==> src/rcsr_pkg.sv <==
// Shared constants, sizes and CRC helpers for the residual current SPI readout.
package rcsr_pkg;

    // ==========================================================
    // Clock and frame layout
    localparam int CLK_HZ = 200_000_000;
    localparam int WORD_W = 16;
    localparam int PAIR_W = 2 * WORD_W;
    localparam int FRAME_BITS = 40;
    localparam logic [5:0] FRAME_LAST = 6'd39;
    localparam logic [5:0] FRAME_END = 6'd40;

    // ==========================================================
    // Sample coding and the error pattern of the first word
    localparam logic [15:0] ZERO_CODE = 16'h8000;
    localparam logic [15:0] ERR_WORD_BASE = 16'hffc0;
    localparam int ERR_BIT_HW = 3;
    localparam int ERR_BIT_OOR = 1;
    localparam int ERR_BIT_CRIT = 0;
    localparam int THRESHOLD_MA = 160;
    localparam int SENS_CENTI_LSB_PER_MA = 8799;
    localparam logic [15:0] OVERCURRENT_THRESHOLD = 16'(THRESHOLD_MA * SENS_CENTI_LSB_PER_MA / 100);

    // ==========================================================
    // Check byte
    localparam logic [7:0] CRC_SEED = 8'hff;
    localparam logic [7:0] CRC_POLY = 8'h07;
    localparam logic [7:0] CRC_GOOD = 8'h00;

    // ==========================================================
    // Timing
    localparam int STARTUP_MS = 100;
    localparam int STARTUP_CYCLES = STARTUP_MS * (CLK_HZ / 1000);
    localparam int FAULT_OUT_HZ = 16_000;
    localparam int FAULT_HALF_CYCLES = CLK_HZ / (2 * FAULT_OUT_HZ);
    localparam int SDM_HZ = 48_000_000;
    localparam logic [8:0] SDM_STEP = 9'(SDM_HZ / 1_000_000);
    localparam logic [8:0] SDM_WRAP = 9'(CLK_HZ / 1_000_000);

    function automatic logic [7:0] crc8_step(input logic [7:0] crc_in, input logic [7:0] data_in);
        logic [7:0] d;
        d = crc_in ^ data_in;
        for (int i = 0; i < 8; i++) begin
            d = d[7] ? ({d[6:0], 1'b0} ^ CRC_POLY) : {d[6:0], 1'b0};
        end
        return d;
    endfunction : crc8_step

    // Most significant byte goes through first.
    function automatic logic [7:0] crc8_words(input logic [31:0] data);
        logic [7:0] c;
        c = CRC_SEED;
        for (int i = 3; i >= 0; i--) begin
            c = crc8_step(c, data[i*8 +: 8]);
        end
        return c;
    endfunction : crc8_words

endpackage : rcsr_pkg

==> src/rcsr_link_if.sv <==
// Internal carrier between the readout core, its sample buffer and its modulator.
`timescale 1ns/1ps
interface rcsr_link_if;
    logic fifo_valid;
    logic fifo_ready;
    logic [rcsr_pkg::PAIR_W-1:0] fifo_data;
    logic sd_en;
    logic [rcsr_pkg::WORD_W-1:0] sd_word;
    logic sd_pos;
    logic sd_neg;

    modport fifo_src (output fifo_valid, output fifo_data, input fifo_ready);
    modport modulator (input sd_en, input sd_word, output sd_pos, output sd_neg);
    modport core (input fifo_valid, input fifo_data, output fifo_ready,
                  output sd_en, output sd_word, input sd_pos, input sd_neg);
endinterface : rcsr_link_if

==> src/rcsr_fifo2.sv <==
// Small sample buffer between the sensor front end and the frame logic.
`timescale 1ns/1ps
module rcsr_fifo2 #(
    parameter int WIDTH = rcsr_pkg::PAIR_W,
    parameter int DEPTH = 2
) (
    // Clock and reset
    input wire logic mclk,
    input wire logic resetn,
    // Filling side
    input wire logic in_valid,
    output logic in_ready,
    input wire logic [WIDTH-1:0] in_data,
    // Draining side
    rcsr_link_if.fifo_src lnk
);
    localparam int PTR_W = (DEPTH > 1) ? $clog2(DEPTH) : 1;
    localparam int CNT_W = $clog2(DEPTH + 1);
    localparam logic [PTR_W-1:0] PTR_LAST = PTR_W'(DEPTH - 1);
    localparam logic [CNT_W-1:0] CNT_FULL = CNT_W'(DEPTH);

    typedef struct packed {
        logic [DEPTH-1:0][WIDTH-1:0] mem;
        logic [PTR_W-1:0] wr_ptr;
        logic [PTR_W-1:0] rd_ptr;
        logic [CNT_W-1:0] count;
        logic room;
        logic have;
    } rcsr_fifo_t;

    rcsr_fifo_t s;
    rcsr_fifo_t next_s;
    logic push;
    logic pop;

    // ==========================================================
    // Buffer control
    // Ready and valid come from flags kept in step with the count, so both leave on flops.
    assign push = in_valid & s.room;
    assign pop = s.have & lnk.fifo_ready;

    always_comb begin
        next_s = s;
        if (push) begin
            next_s.mem[s.wr_ptr] = in_data;
            next_s.wr_ptr = (s.wr_ptr == PTR_LAST) ? '0 : s.wr_ptr + 1'b1;
        end
        if (pop) begin
            next_s.rd_ptr = (s.rd_ptr == PTR_LAST) ? '0 : s.rd_ptr + 1'b1;
        end
        if (push && !pop) begin
            next_s.count = s.count + 1'b1;
        end else if (pop && !push) begin
            next_s.count = s.count - 1'b1;
        end
        next_s.room = next_s.count != CNT_FULL;
        next_s.have = next_s.count != '0;
    end

    always_ff @(posedge mclk or negedge resetn) begin
        if (!resetn) begin
            s <= '{room: 1'b1, default: '0};
        end else begin
            s <= next_s;
        end
    end

    assign in_ready = s.room;
    assign lnk.fifo_valid = s.have;
    assign lnk.fifo_data = s.mem[s.rd_ptr];

    // ==========================================================
    // Checks
    fifo_bound_a: assert property (@(posedge mclk) disable iff (!resetn)
        s.count <= CNT_FULL && in_ready == (s.count < CNT_FULL))
        else $error("buffer count and ready disagree");
    fifo_full_c: cover property (@(posedge mclk) disable iff (!resetn) !in_ready ##1 in_ready);

endmodule : rcsr_fifo2

==> src/rcsr_sdm.sv <==
// First-order sigma-delta modulator with a differential bitstream output.
`timescale 1ns/1ps
module rcsr_sdm (
    // Clock and reset
    input wire logic mclk,
    input wire logic resetn,
    // Word in, bitstream out
    rcsr_link_if.modulator lnk
);
    typedef struct packed {
        logic [rcsr_pkg::WORD_W-1:0] acc;
        logic pos;
        logic neg;
    } rcsr_sdm_t;

    rcsr_sdm_t s;
    rcsr_sdm_t next_s;
    logic [rcsr_pkg::WORD_W:0] sum;

    // ==========================================================
    // Modulator
    // The carry of the accumulator is the density-coded bit; mid-scale gives half ones.
    assign sum = {1'b0, s.acc} + {1'b0, lnk.sd_word};

    always_comb begin
        next_s = s;
        if (lnk.sd_en) begin
            next_s.acc = sum[rcsr_pkg::WORD_W-1:0];
            next_s.pos = sum[rcsr_pkg::WORD_W];
            next_s.neg = ~sum[rcsr_pkg::WORD_W];
        end
    end

    always_ff @(posedge mclk or negedge resetn) begin
        if (!resetn) begin
            s <= '{neg: 1'b1, default: '0};
        end else begin
            s <= next_s;
        end
    end

    assign lnk.sd_pos = s.pos;
    assign lnk.sd_neg = s.neg;

    // ==========================================================
    // Checks
    sdm_diff_pair_a: assert property (@(posedge mclk) disable iff (!resetn) s.neg == !s.pos)
        else $error("bitstream pair not complementary");
    sdm_step_a: assert property (@(posedge mclk) disable iff (!resetn)
        !lnk.sd_en |=> $stable(s.pos))
        else $error("bitstream moved without enable");

endmodule : rcsr_sdm

==> src/rcsr_readout.sv <==
// Residual current SPI readout: frame server, fault output, start-up delay and modulator feed.
//
// Summary of operation
// - SPI mode 1; clock idles low, device shifts on rise, master samples on fall.
// - Device is a half-duplex slave only, driving MISO, never starting transfers.
// - A frame is five bytes: fast word, accurate word, check byte.
// - CRC polynomial x^8+x^2+x+1, MSB-first shifts, XOR 0x07 on carry.
// - CRC starts at 0xFF and runs bytes in sending order.
// - Check byte makes the CRC over all five bytes zero.
// - Flag out-of-range when current exceeds the 152 to 175 mA threshold.
// - A hardware fault flag stays set until the next power cycle; here any reset on resetn clears it as well.
// - During any error the first word has bits 15 to 6 set; here it keeps the zero-current code until start-up ends.
// - Error word bit 3 hardware fault, bit 1 out-of-range, bit 0 overload.
// - Error word bit 2 is zero; master ignores bits 5 and 4.
// - The first word, error pattern included, feeds the sigma-delta modulator.
// - Normal operation is reached within 100 ms of power-up or reset.
// - When healthy the fault output toggles at 11 to 21 kHz.
// - A fault shows on the fault output within 200 us.
// - Samples are offset binary, zero current coded as 32768.
// - On any fault the fault output stops toggling and holds steady.
// - Reset is active low and restarts through the start-up delay.
// - Modulator drives a true and inverted pair at 48 MHz.
`timescale 1ns/1ps
module rcsr_readout #(
    parameter int STARTUP_CYCLES = rcsr_pkg::STARTUP_CYCLES,
    parameter int FAULT_HALF_CYCLES = rcsr_pkg::FAULT_HALF_CYCLES,
    parameter int BUF_DEPTH = 2
) (
    // Clock and reset
    input wire logic mclk,
    input wire logic resetn,
    // Sample stream from the measurement front end
    input wire logic sample_valid,
    output logic sample_ready,
    input wire logic [rcsr_pkg::WORD_W-1:0] sample_fast,
    input wire logic [rcsr_pkg::WORD_W-1:0] sample_accurate,
    // Self-check and overload detection from the front end
    input wire logic hw_fault_evt,
    input wire logic critical_overload,
    // SPI pins
    input wire logic spi_ss_n,
    input wire logic spi_sclk,
    output logic spi_miso,
    // Diagnostic and analog pins
    output logic fault_out,
    output logic analog_pos,
    output logic analog_neg,
    // Status
    output logic ready,
    output logic err_hw,
    output logic err_range,
    output logic err_overload
);
    typedef enum logic {ST_START, ST_RUN} rcsr_phase_t;

    typedef struct packed {
        rcsr_phase_t phase;
        logic [31:0] start_cnt;
        logic [31:0] fault_cnt;
        logic fault_out;
        logic hw_fault;
        logic oor;
        logic crit;
        logic [rcsr_pkg::WORD_W-1:0] fast;
        logic [rcsr_pkg::WORD_W-1:0] accurate;
        logic ss_meta;
        logic ss_sync;
        logic ss_prev;
        logic sclk_meta;
        logic sclk_sync;
        logic sclk_prev;
        logic [rcsr_pkg::FRAME_BITS-1:0] frame;
        logic [5:0] bit_cnt;
        logic miso;
        logic [8:0] sd_phase;
        logic sd_en;
        logic ready;
    } rcsr_state_t;

    localparam rcsr_state_t S_RESET = '{
        phase: ST_START,
        fast: rcsr_pkg::ZERO_CODE,
        accurate: rcsr_pkg::ZERO_CODE,
        ss_meta: 1'b1,
        ss_sync: 1'b1,
        ss_prev: 1'b1,
        default: '0
    };
    localparam logic [31:0] START_LAST = 32'(STARTUP_CYCLES - 1);
    localparam logic [31:0] FAULT_LAST = 32'(FAULT_HALF_CYCLES - 1);

    rcsr_state_t s;
    rcsr_state_t next_s;
    rcsr_link_if lnk ();

    logic any_err;
    logic ss_fall;
    logic sclk_rise;
    logic [rcsr_pkg::WORD_W-1:0] magnitude;
    logic [rcsr_pkg::WORD_W-1:0] word_first;
    logic [rcsr_pkg::WORD_W-1:0] word_second;
    logic [rcsr_pkg::PAIR_W-1:0] pair;
    logic [8:0] sd_sum;

    // ==========================================================
    // Submodules
    rcsr_fifo2 #(
        .WIDTH(rcsr_pkg::PAIR_W),
        .DEPTH(BUF_DEPTH)
    ) u_buf (
        .mclk(mclk),
        .resetn(resetn),
        .in_valid(sample_valid),
        .in_ready(sample_ready),
        .in_data({sample_fast, sample_accurate}),
        .lnk(lnk.fifo_src)
    );

    rcsr_sdm u_sdm (
        .mclk(mclk),
        .resetn(resetn),
        .lnk(lnk.modulator)
    );

    // ==========================================================
    // Frame words
    // Words sit at zero-current code until start-up is over so the host never sees stale data.
    assign any_err = s.hw_fault | s.oor | s.crit;
    assign magnitude = (s.fast >= rcsr_pkg::ZERO_CODE) ? s.fast - rcsr_pkg::ZERO_CODE
                                                       : rcsr_pkg::ZERO_CODE - s.fast;

    always_comb begin
        word_first = rcsr_pkg::ZERO_CODE;
        word_second = rcsr_pkg::ZERO_CODE;
        if (s.phase == ST_RUN) begin
            word_second = s.accurate;
            if (any_err) begin
                word_first = rcsr_pkg::ERR_WORD_BASE;
                word_first[rcsr_pkg::ERR_BIT_HW] = s.hw_fault;
                word_first[rcsr_pkg::ERR_BIT_OOR] = s.oor;
                word_first[rcsr_pkg::ERR_BIT_CRIT] = s.crit;
            end else begin
                word_first = s.fast;
            end
        end
    end

    assign pair = {word_first, word_second};
    assign lnk.sd_word = word_first;
    assign lnk.sd_en = s.sd_en;
    // New samples are only taken while chip select is idle, so the buffer absorbs them meanwhile.
    assign lnk.fifo_ready = s.ss_sync;

    // ==========================================================
    // Link edge detection
    // Only the second and third stage of each pin are looked at.
    assign ss_fall = s.ss_prev & ~s.ss_sync;
    assign sclk_rise = ~s.sclk_prev & s.sclk_sync & ~s.ss_sync;
    // Modulator rate: average of 48 enables per 200 clocks, spread evenly.
    assign sd_sum = s.sd_phase + rcsr_pkg::SDM_STEP;

    // ==========================================================
    // Next state
    always_comb begin
        next_s = s;
        next_s.ss_meta = spi_ss_n;
        next_s.ss_sync = s.ss_meta;
        next_s.ss_prev = s.ss_sync;
        next_s.sclk_meta = spi_sclk;
        next_s.sclk_sync = s.sclk_meta;
        next_s.sclk_prev = s.sclk_sync;

        // Start-up delay, restarted by every reset.
        if (s.phase == ST_START) begin
            if (s.start_cnt >= START_LAST) begin
                next_s.phase = ST_RUN;
            end else begin
                next_s.start_cnt = s.start_cnt + 32'h1;
            end
        end
        next_s.ready = s.phase == ST_RUN;

        // Error flags; the hardware fault is only ever set here.
        if (hw_fault_evt) begin
            next_s.hw_fault = 1'b1;
        end
        next_s.crit = critical_overload & (s.phase == ST_RUN);
        next_s.oor = (magnitude > rcsr_pkg::OVERCURRENT_THRESHOLD) & (s.phase == ST_RUN);

        if (lnk.fifo_valid && s.ss_sync) begin
            next_s.fast = lnk.fifo_data[rcsr_pkg::PAIR_W-1:rcsr_pkg::WORD_W];
            next_s.accurate = lnk.fifo_data[rcsr_pkg::WORD_W-1:0];
        end

        // Fault output: square wave while healthy, frozen at once on any error.
        if (s.phase == ST_RUN && !any_err) begin
            if (s.fault_cnt >= FAULT_LAST) begin
                next_s.fault_cnt = '0;
                next_s.fault_out = ~s.fault_out;
            end else begin
                next_s.fault_cnt = s.fault_cnt + 32'h1;
            end
        end else begin
            next_s.fault_cnt = '0;
        end

        // Frame server: latch all five bytes at once, then one bit per rising clock.
        if (ss_fall) begin
            next_s.frame = {pair, rcsr_pkg::crc8_words(pair)};
            next_s.bit_cnt = '0;
            next_s.miso = 1'b0;
        end else if (sclk_rise) begin
            if (s.bit_cnt < rcsr_pkg::FRAME_END) begin
                next_s.miso = s.frame[rcsr_pkg::FRAME_LAST - s.bit_cnt];
                next_s.bit_cnt = s.bit_cnt + 6'h1;
            end else begin
                next_s.miso = 1'b0;
            end
        end
        if (s.ss_sync) begin
            next_s.miso = 1'b0;
        end

        next_s.sd_en = sd_sum >= rcsr_pkg::SDM_WRAP;
        next_s.sd_phase = (sd_sum >= rcsr_pkg::SDM_WRAP) ? sd_sum - rcsr_pkg::SDM_WRAP : sd_sum;
    end

    always_ff @(posedge mclk or negedge resetn) begin
        if (!resetn) begin
            s <= S_RESET;
        end else begin
            s <= next_s;
        end
    end

    // ==========================================================
    // Outputs
    assign spi_miso = s.miso;
    assign fault_out = s.fault_out;
    assign analog_pos = lnk.sd_pos;
    assign analog_neg = lnk.sd_neg;
    assign ready = s.ready;
    assign err_hw = s.hw_fault;
    assign err_range = s.oor;
    assign err_overload = s.crit;

    // ==========================================================
    // Helper counters for the checks
    // The age counter saturates and tog_gap clears on each toggle, keeping the checks bounded over long runs.
    logic [31:0] age;
    logic [31:0] tog_gap;

    always_ff @(posedge mclk or negedge resetn) begin
        if (!resetn) begin
            age <= '0;
            tog_gap <= '0;
        end else begin
            // Ready follows the phase change by one edge, so the age runs one step further.
            if (age <= START_LAST + 32'h1) begin
                age <= age + 32'h1;
            end
            if (!s.ready || any_err || next_s.fault_out != s.fault_out) begin
                tog_gap <= '0;
            end else begin
                tog_gap <= tog_gap + 32'h1;
            end
        end
    end

    // ==========================================================
    // Checks
    frame_len_a: assert property (@(posedge mclk) disable iff (!resetn) s.bit_cnt <= rcsr_pkg::FRAME_END)
        else $error("bit count ran past the frame");
    err_mask_a: assert property (@(posedge mclk) disable iff (!resetn)
        ss_fall && any_err && s.phase == ST_RUN |=> s.frame[39:30] == 10'h3ff)
        else $error("error frame lacks the all-ones field");
    err_bits_a: assert property (@(posedge mclk) disable iff (!resetn)
        ss_fall && any_err && s.phase == ST_RUN
        |=> s.frame[29:24] == {2'b00, $past(s.hw_fault), 1'b0, $past(s.oor), $past(s.crit)})
        else $error("error frame flag bits wrong");
    crc_zero_a: assert property (@(posedge mclk) disable iff (!resetn)
        ss_fall |=> rcsr_pkg::crc8_step(rcsr_pkg::crc8_words(s.frame[39:8]), s.frame[7:0])
            == rcsr_pkg::CRC_GOOD)
        else $error("frame check byte does not zero the CRC");
    frame_hold_a: assert property (@(posedge mclk) disable iff (!resetn)
        !s.ss_sync && !ss_fall |=> $stable(s.frame))
        else $error("frame changed during transfer");
    miso_edge_a: assert property (@(posedge mclk) disable iff (!resetn)
        !sclk_rise && !ss_fall && !s.ss_sync |=> $stable(s.miso))
        else $error("MISO moved away from a rising clock");
    hw_sticky_a: assert property (@(posedge mclk) disable iff (!resetn)
        s.hw_fault |=> s.hw_fault [*2])
        else $error("hardware fault flag dropped");
    fault_hold_a: assert property (@(posedge mclk) disable iff (!resetn)
        any_err |=> $stable(s.fault_out))
        else $error("fault output toggled during a fault");
    fault_rate_a: assert property (@(posedge mclk) disable iff (!resetn)
        tog_gap < 32'(FAULT_HALF_CYCLES))
        else $error("fault output stopped toggling while healthy");
    start_time_a: assert property (@(posedge mclk) disable iff (!resetn)
        age > START_LAST + 32'h1 |-> s.ready)
        else $error("start-up took too long");
    sd_word_a: assert property (@(posedge mclk) disable iff (!resetn)
        s.phase == ST_RUN && any_err |-> lnk.sd_word[15:6] == 10'h3ff)
        else $error("modulator not fed the error word");

    frame_done_c: cover property (@(posedge mclk) disable iff (!resetn)
        s.bit_cnt == rcsr_pkg::FRAME_END && s.ss_sync);
    err_frame_c: cover property (@(posedge mclk) disable iff (!resetn) ss_fall && any_err);
    fault_freeze_c: cover property (@(posedge mclk) disable iff (!resetn) s.ready && $rose(any_err));
    stall_c: cover property (@(posedge mclk) disable iff (!resetn) !sample_ready && sample_valid);

endmodule : rcsr_readout

==> config.mk <==
export PLATFORM = sky130hd
export DESIGN_NAME = rcsr_readout
export DESIGN_NICKNAME = d
export VERILOG_FILES = /design/src/rcsr_pkg.sv /design/src/rcsr_link_if.sv /design/src/rcsr_fifo2.sv /design/src/rcsr_sdm.sv /design/src/rcsr_readout.sv
export SDC_FILE = /design/constraint.sdc
export NUM_CORES = 1
export LEC_CHECK = 0
export ABC_AREA = 0
export BUFFER_PORTS_ARGS = -buffer_cell sky130_fd_sc_hd__buf_4
export CORE_MARGIN = 8
export CORE_UTILIZATION = 30
export CTS_BUF_LIST = sky130_fd_sc_hd__clkbuf_4
export DETAILED_ROUTE_END_ITERATION = 8
export PLACE_DENSITY = 0.41
export SETUP_SLACK_MARGIN = 0.4
export SKIP_LAST_GASP = 1
export SYNTH_ARGS = -nofsm -noshare
export SYNTH_HDL_FRONTEND = slang
export SYNTH_SLANG_ARGS = --single-unit
==> constraint.sdc <==
create_clock -name mclk -period 8.5 [get_ports mclk]
set_input_delay 1.7 -clock mclk [delete_from_list [all_inputs] [get_ports mclk]]
set_output_delay 1.7 -clock mclk [all_outputs]
set_load 0.05 [all_outputs]
---- Word level (Yosys, flattened, before mapping) ----
Cells that the tools add are included.
storage, ports and cells
  register bits ........................... 253
  latch bits .............................. 0
  RAM bits ................................ 0
  ROM bits ................................ 0
  bits of input ports ..................... 39
  output and inout port bits .............. 9
  logic and storage cells ................. 179
  memories ................................ 0
operators by class
  add/subtract/negate cells ............... 13
  multipliers ............................. 0
  div/mod/pow operators ................... 0
  order comparisons ....................... 10
  equal/unequal tests ..................... 1
  shift-type cells ........................ 0
  muxes and demuxes ....................... 58
  bitwise gates (word level) .............. 51
  reductions and logical operators ........ 15
operator list
  cell                    number
  $mux 32                 6
  $mux 3                  32
  $not 3->3               32
  $add 32x1->32 const B   2
  $bwmux 64               1
  $mux 16                 4
  $mux 33                 1
  $demux 32 s1            1
  $ge 32x13->1 const B    1
  $ge 32x25->1 const B    1
  $xor 8x8->8             3
  $add 16x16->17          1
  $ge 16x16->1 const B    1
  $gt 16x14->1 const B    1
  $sub 16x16->16 const A  1
  $sub 16x16->16 const B  1
  $mux 7                  2
  $add 9x6->9 const B     1
  $ge 9x8->1 const B      1
  $mux 9                  1
  $sub 9x8->9 const B     1
  $not 8->8               1
  $and 1x1->1             7
  $lt 6x7->1 const B      1
  other kinds (20)        44

---- Logic depth before layout (Yosys ltp) ----
  depth after elaboration ................. 72
  gate-level depth with buffers ........... 14
  gate-level depth less buffers ........... 14

---- Hierarchy ----
From an unflattened synthesis, not the netlist that was laid out.
second synthesis, totals
  cell total of the unflattened synthesis .. 1120
  area, all modules ....................... 13005.0 um^2
modules (own cells, without submodules)
  module        instances  cells each  area an instance (um^2)  seq. area each (um^2)
  rcsr_readout  1          760         8293.0                   4060.1
  rcsr_fifo2    1          199         3200.6                   1752.9
  rcsr_sdm      1          161         1511.4                   451.7

---- Worst setup path before layout ----
Ideal clock, no wire load.
  kind .................................... register to register
  start point ............................. reg s, in the netlist err_range
  end point ............................... reg u_sdm.s[17] (netlist name)
  library setup time ...................... 0.137 ns
  arrival time ............................ 3.560 ns
  data required time ...................... 8.363 ns
  slack ................................... 4.803 ns
  stages on the path, launching flop included .. 15
  path buffers ............................ 2
  period minus slack after synthesis ...... 3.697 ns
  cells stage by stage .................... dfrtp_1 or3_1 clkbuf_1 clkbuf_1 nor2_1 nor2_1 ha_1 or3_1 a211oi_1 o211a_1 o31ai_1 maj3_1 maj3_1 xnor2_1 a21oi_1
on the way
  longest elaborated chain between the ends .. 5
RTL lines
  element                          line                 text
  start, declared                  rcsr_readout.sv:92   rcsr_state_t s;
  start signal, assigned           rcsr_readout.sv:232  s <= next_s;
  $or 1x1->1 (2 in a row)          rcsr_readout.sv:128  assign any_err = s.hw_fault | s.oor | s.crit;
  $mux 16                          rcsr_readout.sv:137  if (any_err) begin
  $mux 16                          rcsr_readout.sv:135  if (s.phase == ST_RUN) begin
  named net lnk.sd_word (one bit)  rcsr_link_if.sv:8    logic [rcsr_pkg::WORD_W-1:0] sd_word;
  $add 16x16->17                   rcsr_sdm.sv:23       assign sum = {1'b0, s.acc} + {1'b0, lnk.sd_word};
  end signal, assigned             rcsr_sdm.sv:38       s <= next_s;
  end, declared                    rcsr_sdm.sv:16       rcsr_sdm_t s;
The timed path passes the listed nets, and every way through them passes these cells.
A chain may end at the register's enable or synchronous reset.

---- Final worst setup path ----
  start point ............................. reg s, in the netlist err_hw
  end point ............................... reg u_sdm.s[17] (netlist name)
Same word-level chain as after synthesis.

==> results_dict.tcl <==
set metrics [dict create \
    status "finished, final reports clean" \
    path_clk_slew_ns 0.06 \
    postSynthAreaPerCell_sq_um 11.2 \
    initial_utilization_pct 30.3 \
    ys_ff_latch 250 \
    power.leakage_nw 6.47 \
    io_buffers 47 \
    synth_top_cell_by_area "dfrtp_1" \
    wl_mm 27.5 \
    placementRows 74 \
    critPathLaunchType "flop" \
    required_ns 9.04 \
    cp_slowest_stage_delay_ns 0.59 \
    yosysWarnings 0 \
    nets 1254 \
    critPathMaxFanout 15 \
    critPathKind "flop to flop" \
    synth.area.top_cells "dfrtp_1 49%, mux2_2 7.9%, xnor2_1 6.0%" \
    via_count 8071 \
    crit_chain "or3_1, nor2_1, nor2_1, ha_1, or3_1, a211oi_1, o211a_1, o31ai_1, maj3_1, maj3_1, xnor2_1, a21oi_1" \
    rsz0062_at_grt "false" \
    cts_tree "done" \
    worstHoldPathType "flop to flop" \
    io_pins 48 \
    place_area_sq_mm 0.0132 \
    overflow 0 \
    slew_headroom_pct 27.5 \
    r2r-start "err_hw" \
    synth_cell_types 63 \
    max_clock_freq_mhz 267 \
    fillCellCount 4126 \
    synth.yosys.seq_area_share_pct 50.9 \
    slew_viol_final 0 \
    vdd_drop_max_v 0.000163 \
    track_usage_pct 12.1 \
    maxCapViolations 0 \
    synth_common_cells "243 x dfrtp_1, 104 x nor2_1, 97 x nand2_1" \
    worst_r2r_path_depth 12 \
    cts_resized 0 \
    cts_max_path_buffers 3 \
    power_mw 3.94 \
    grt_pass1_wl_mm 46.3 \
    synth_top_area_share_pct 49.4 \
    min_path_cells 0 \
    hold_violations 0 \
    ff2ff_setup_slack_ns 4.76 \
    synthesis.area_sq_mm 0.0123 \
    drtAntennaViolNets 0 \
    drive_gt1_share_pct 23.9 \
    cts_made_buffers 75 \
    synthCells 1101 \
    area_growth_syn_to_layout_pct 15.4 \
    p_per_area_mw_per_mm2 277 \
    drt_iter0_markers 369 \
    clk_latency_ns 0.71 \
    setup_viol_count_final 0 \
    via_per_inst 4.55 \
    grt_max_degree 120 \
    first_global_vias 8501 \
    worstHoldEndpoint "next_s[58]" \
    fp.dieW_um 219 \
    place_inst 1642 \
    critical-path-slowest-cell "or3_1" \
    clkSinkCount 250 \
    cts-root-buf "clkbuf_4" \
    core_area_sq_mm 0.0406 \
    htreeDepth 3 \
    dieArea_sq_mm 0.0478 \
    finalNonFillerCells 1775 \
    die_y_um 219 \
    skew_ns 0.0396 \
    antenna_found_initial 2 \
    post_drt_wl_per_cell_um 15.5 \
    hold_buffers 0 \
    cts_setup_buffers 0 \
    first_pass_iters 4 \
    synth_edf_count 0 \
    period_share_pct 44.0 \
    worstPathArrival_ns 4.29 \
    dp.final_hpwl_mm 18.6 \
    worstReg2RegEnd "u_sdm.s[17]" \
    gp_congestion 0.730 \
    finalCriticalPeriod_ns 3.74 \
    fin_area_sq_mm 0.0142 \
    yosysMostFrequentCell "dfrtp_1" \
    tightest_slew_ns 1.09 \
    cp-end-kind "flop" \
    worstHoldStart "next_s[59]" \
    synthFlopType "dfrtp_1" \
    async_flop_share_pct 100 \
    drc_errors 0 \
    fin_setup_tns_ns 0 \
]
cell type report:
class	count	area (sq um)	area share, %
clock buffer	114	856	6.03
tap	532	666	4.69
clock inverter	18	124	0.872
sequential	250	6270	44.1
inverter	23	86.3	0.608
antenna	1	2.50	0.0176
multi-input combinational	782	5770	40.6
timing repair buffer	55	433	3.05
power by group:
group	switching [mW]	internal [mW]	leakage, nW	total, mW
Combinational	0.408	0.571	2.76	0.979
Sequential	0.313	1.45	3.12	1.77
Clock	0.524	0.670	0.593	1.19
logic make-up (layout without fill, tap and decap cells):
family / Yosys count / count (layout) / share of synthesized area (%)
AOI/OAI and AO/OA: 144 / 144 / 6.83
xor gates and xnor gates: 135 / 135 / 11.4
adders and majority gates: 31 / 31 / 3.15
buffers and inverters: 87 / 210 / 2.87
DFF: 250 / 250 / 50.9
muxes: 133 / 133 / 12.8
other: 1 / 20 / 0.0305
and+or+nand+nor: 320 / 320 / 12.0
state kept, by name, indices dropped and copies added (netlist names), 4 cells and up:
register  count
u_buf.s      68
u_sdm.s      16
next_s        4
s           150
layer usage:
| metal | vias to the layer above | track usage, % | wire length (um) |
|---|---|---|---|
| li1 | 3989 | - | - |
| met2 | 129 | 18.4 | 12500 |
| met3 | 39 | 3.35 | 1380 |
| met4 | 0 | 4.81 | 496 |
| met1 | 3914 | 16.0 | 13100 |
| met5 | - | 0 | 0 |
stage by stage:
| step | utilization, % | hold WS, ns | setup slack [ns] |
|---|---|---|---|
| 2_1_floorplan | - | 0.331 | 4.80 |
| 3_3_place_gp | 32.5 | 0.344 | 4.77 |
| 3_5_place_dp | 32.5 | 0.347 | 4.70 |
| 4_1_cts | 34.9 | 0.361 | 4.71 |
| 5_1_grt | 34.9 | 0.373 | 4.44 |
| 6_report | 34.9 | 0.361 | 4.76 |
worst max-delay path by stage:
stage / startpoint / end / slack, ns
after floorplan: err_range / u_sdm.s[17] / 4.80
after global placement: err_hw / u_sdm.s[17] / 4.77
after detailed placement: err_hw / u_sdm.s[17] / 4.70
after CTS: err_hw / u_sdm.s[17] / 4.71
after global routing: err_hw / u_sdm.s[17] / 4.44
final: err_hw / u_sdm.s[17] / 4.76
layout by cell type, fill, tap and decap left out, drive strengths merged, types with 33 or more instances in the layout:
| cell | n |
|---|---|
| a21oi | 60 |
| buf | 55 |
| clkbuf | 114 |
| dfrtp | 243 |
| mux2 | 86 |
| mux2i | 36 |
| nand2 | 97 |
| nor2 | 104 |
| o21ai | 42 |
| xnor2 | 89 |
| xor2 | 33 |
worst max-delay path: cells and delay by family (launching register included):
kind / cells / cell delay [ns]
DFF: 1 / 0.44
and+or+nand+nor: 4 / 1.18
xor gates and xnor gates: 1 / 0.15
AOI/OAI and AO/OA: 4 / 0.80
adders and majority gates: 3 / 1.00
No activity file was read; power rests on OpenSTA's default activity.
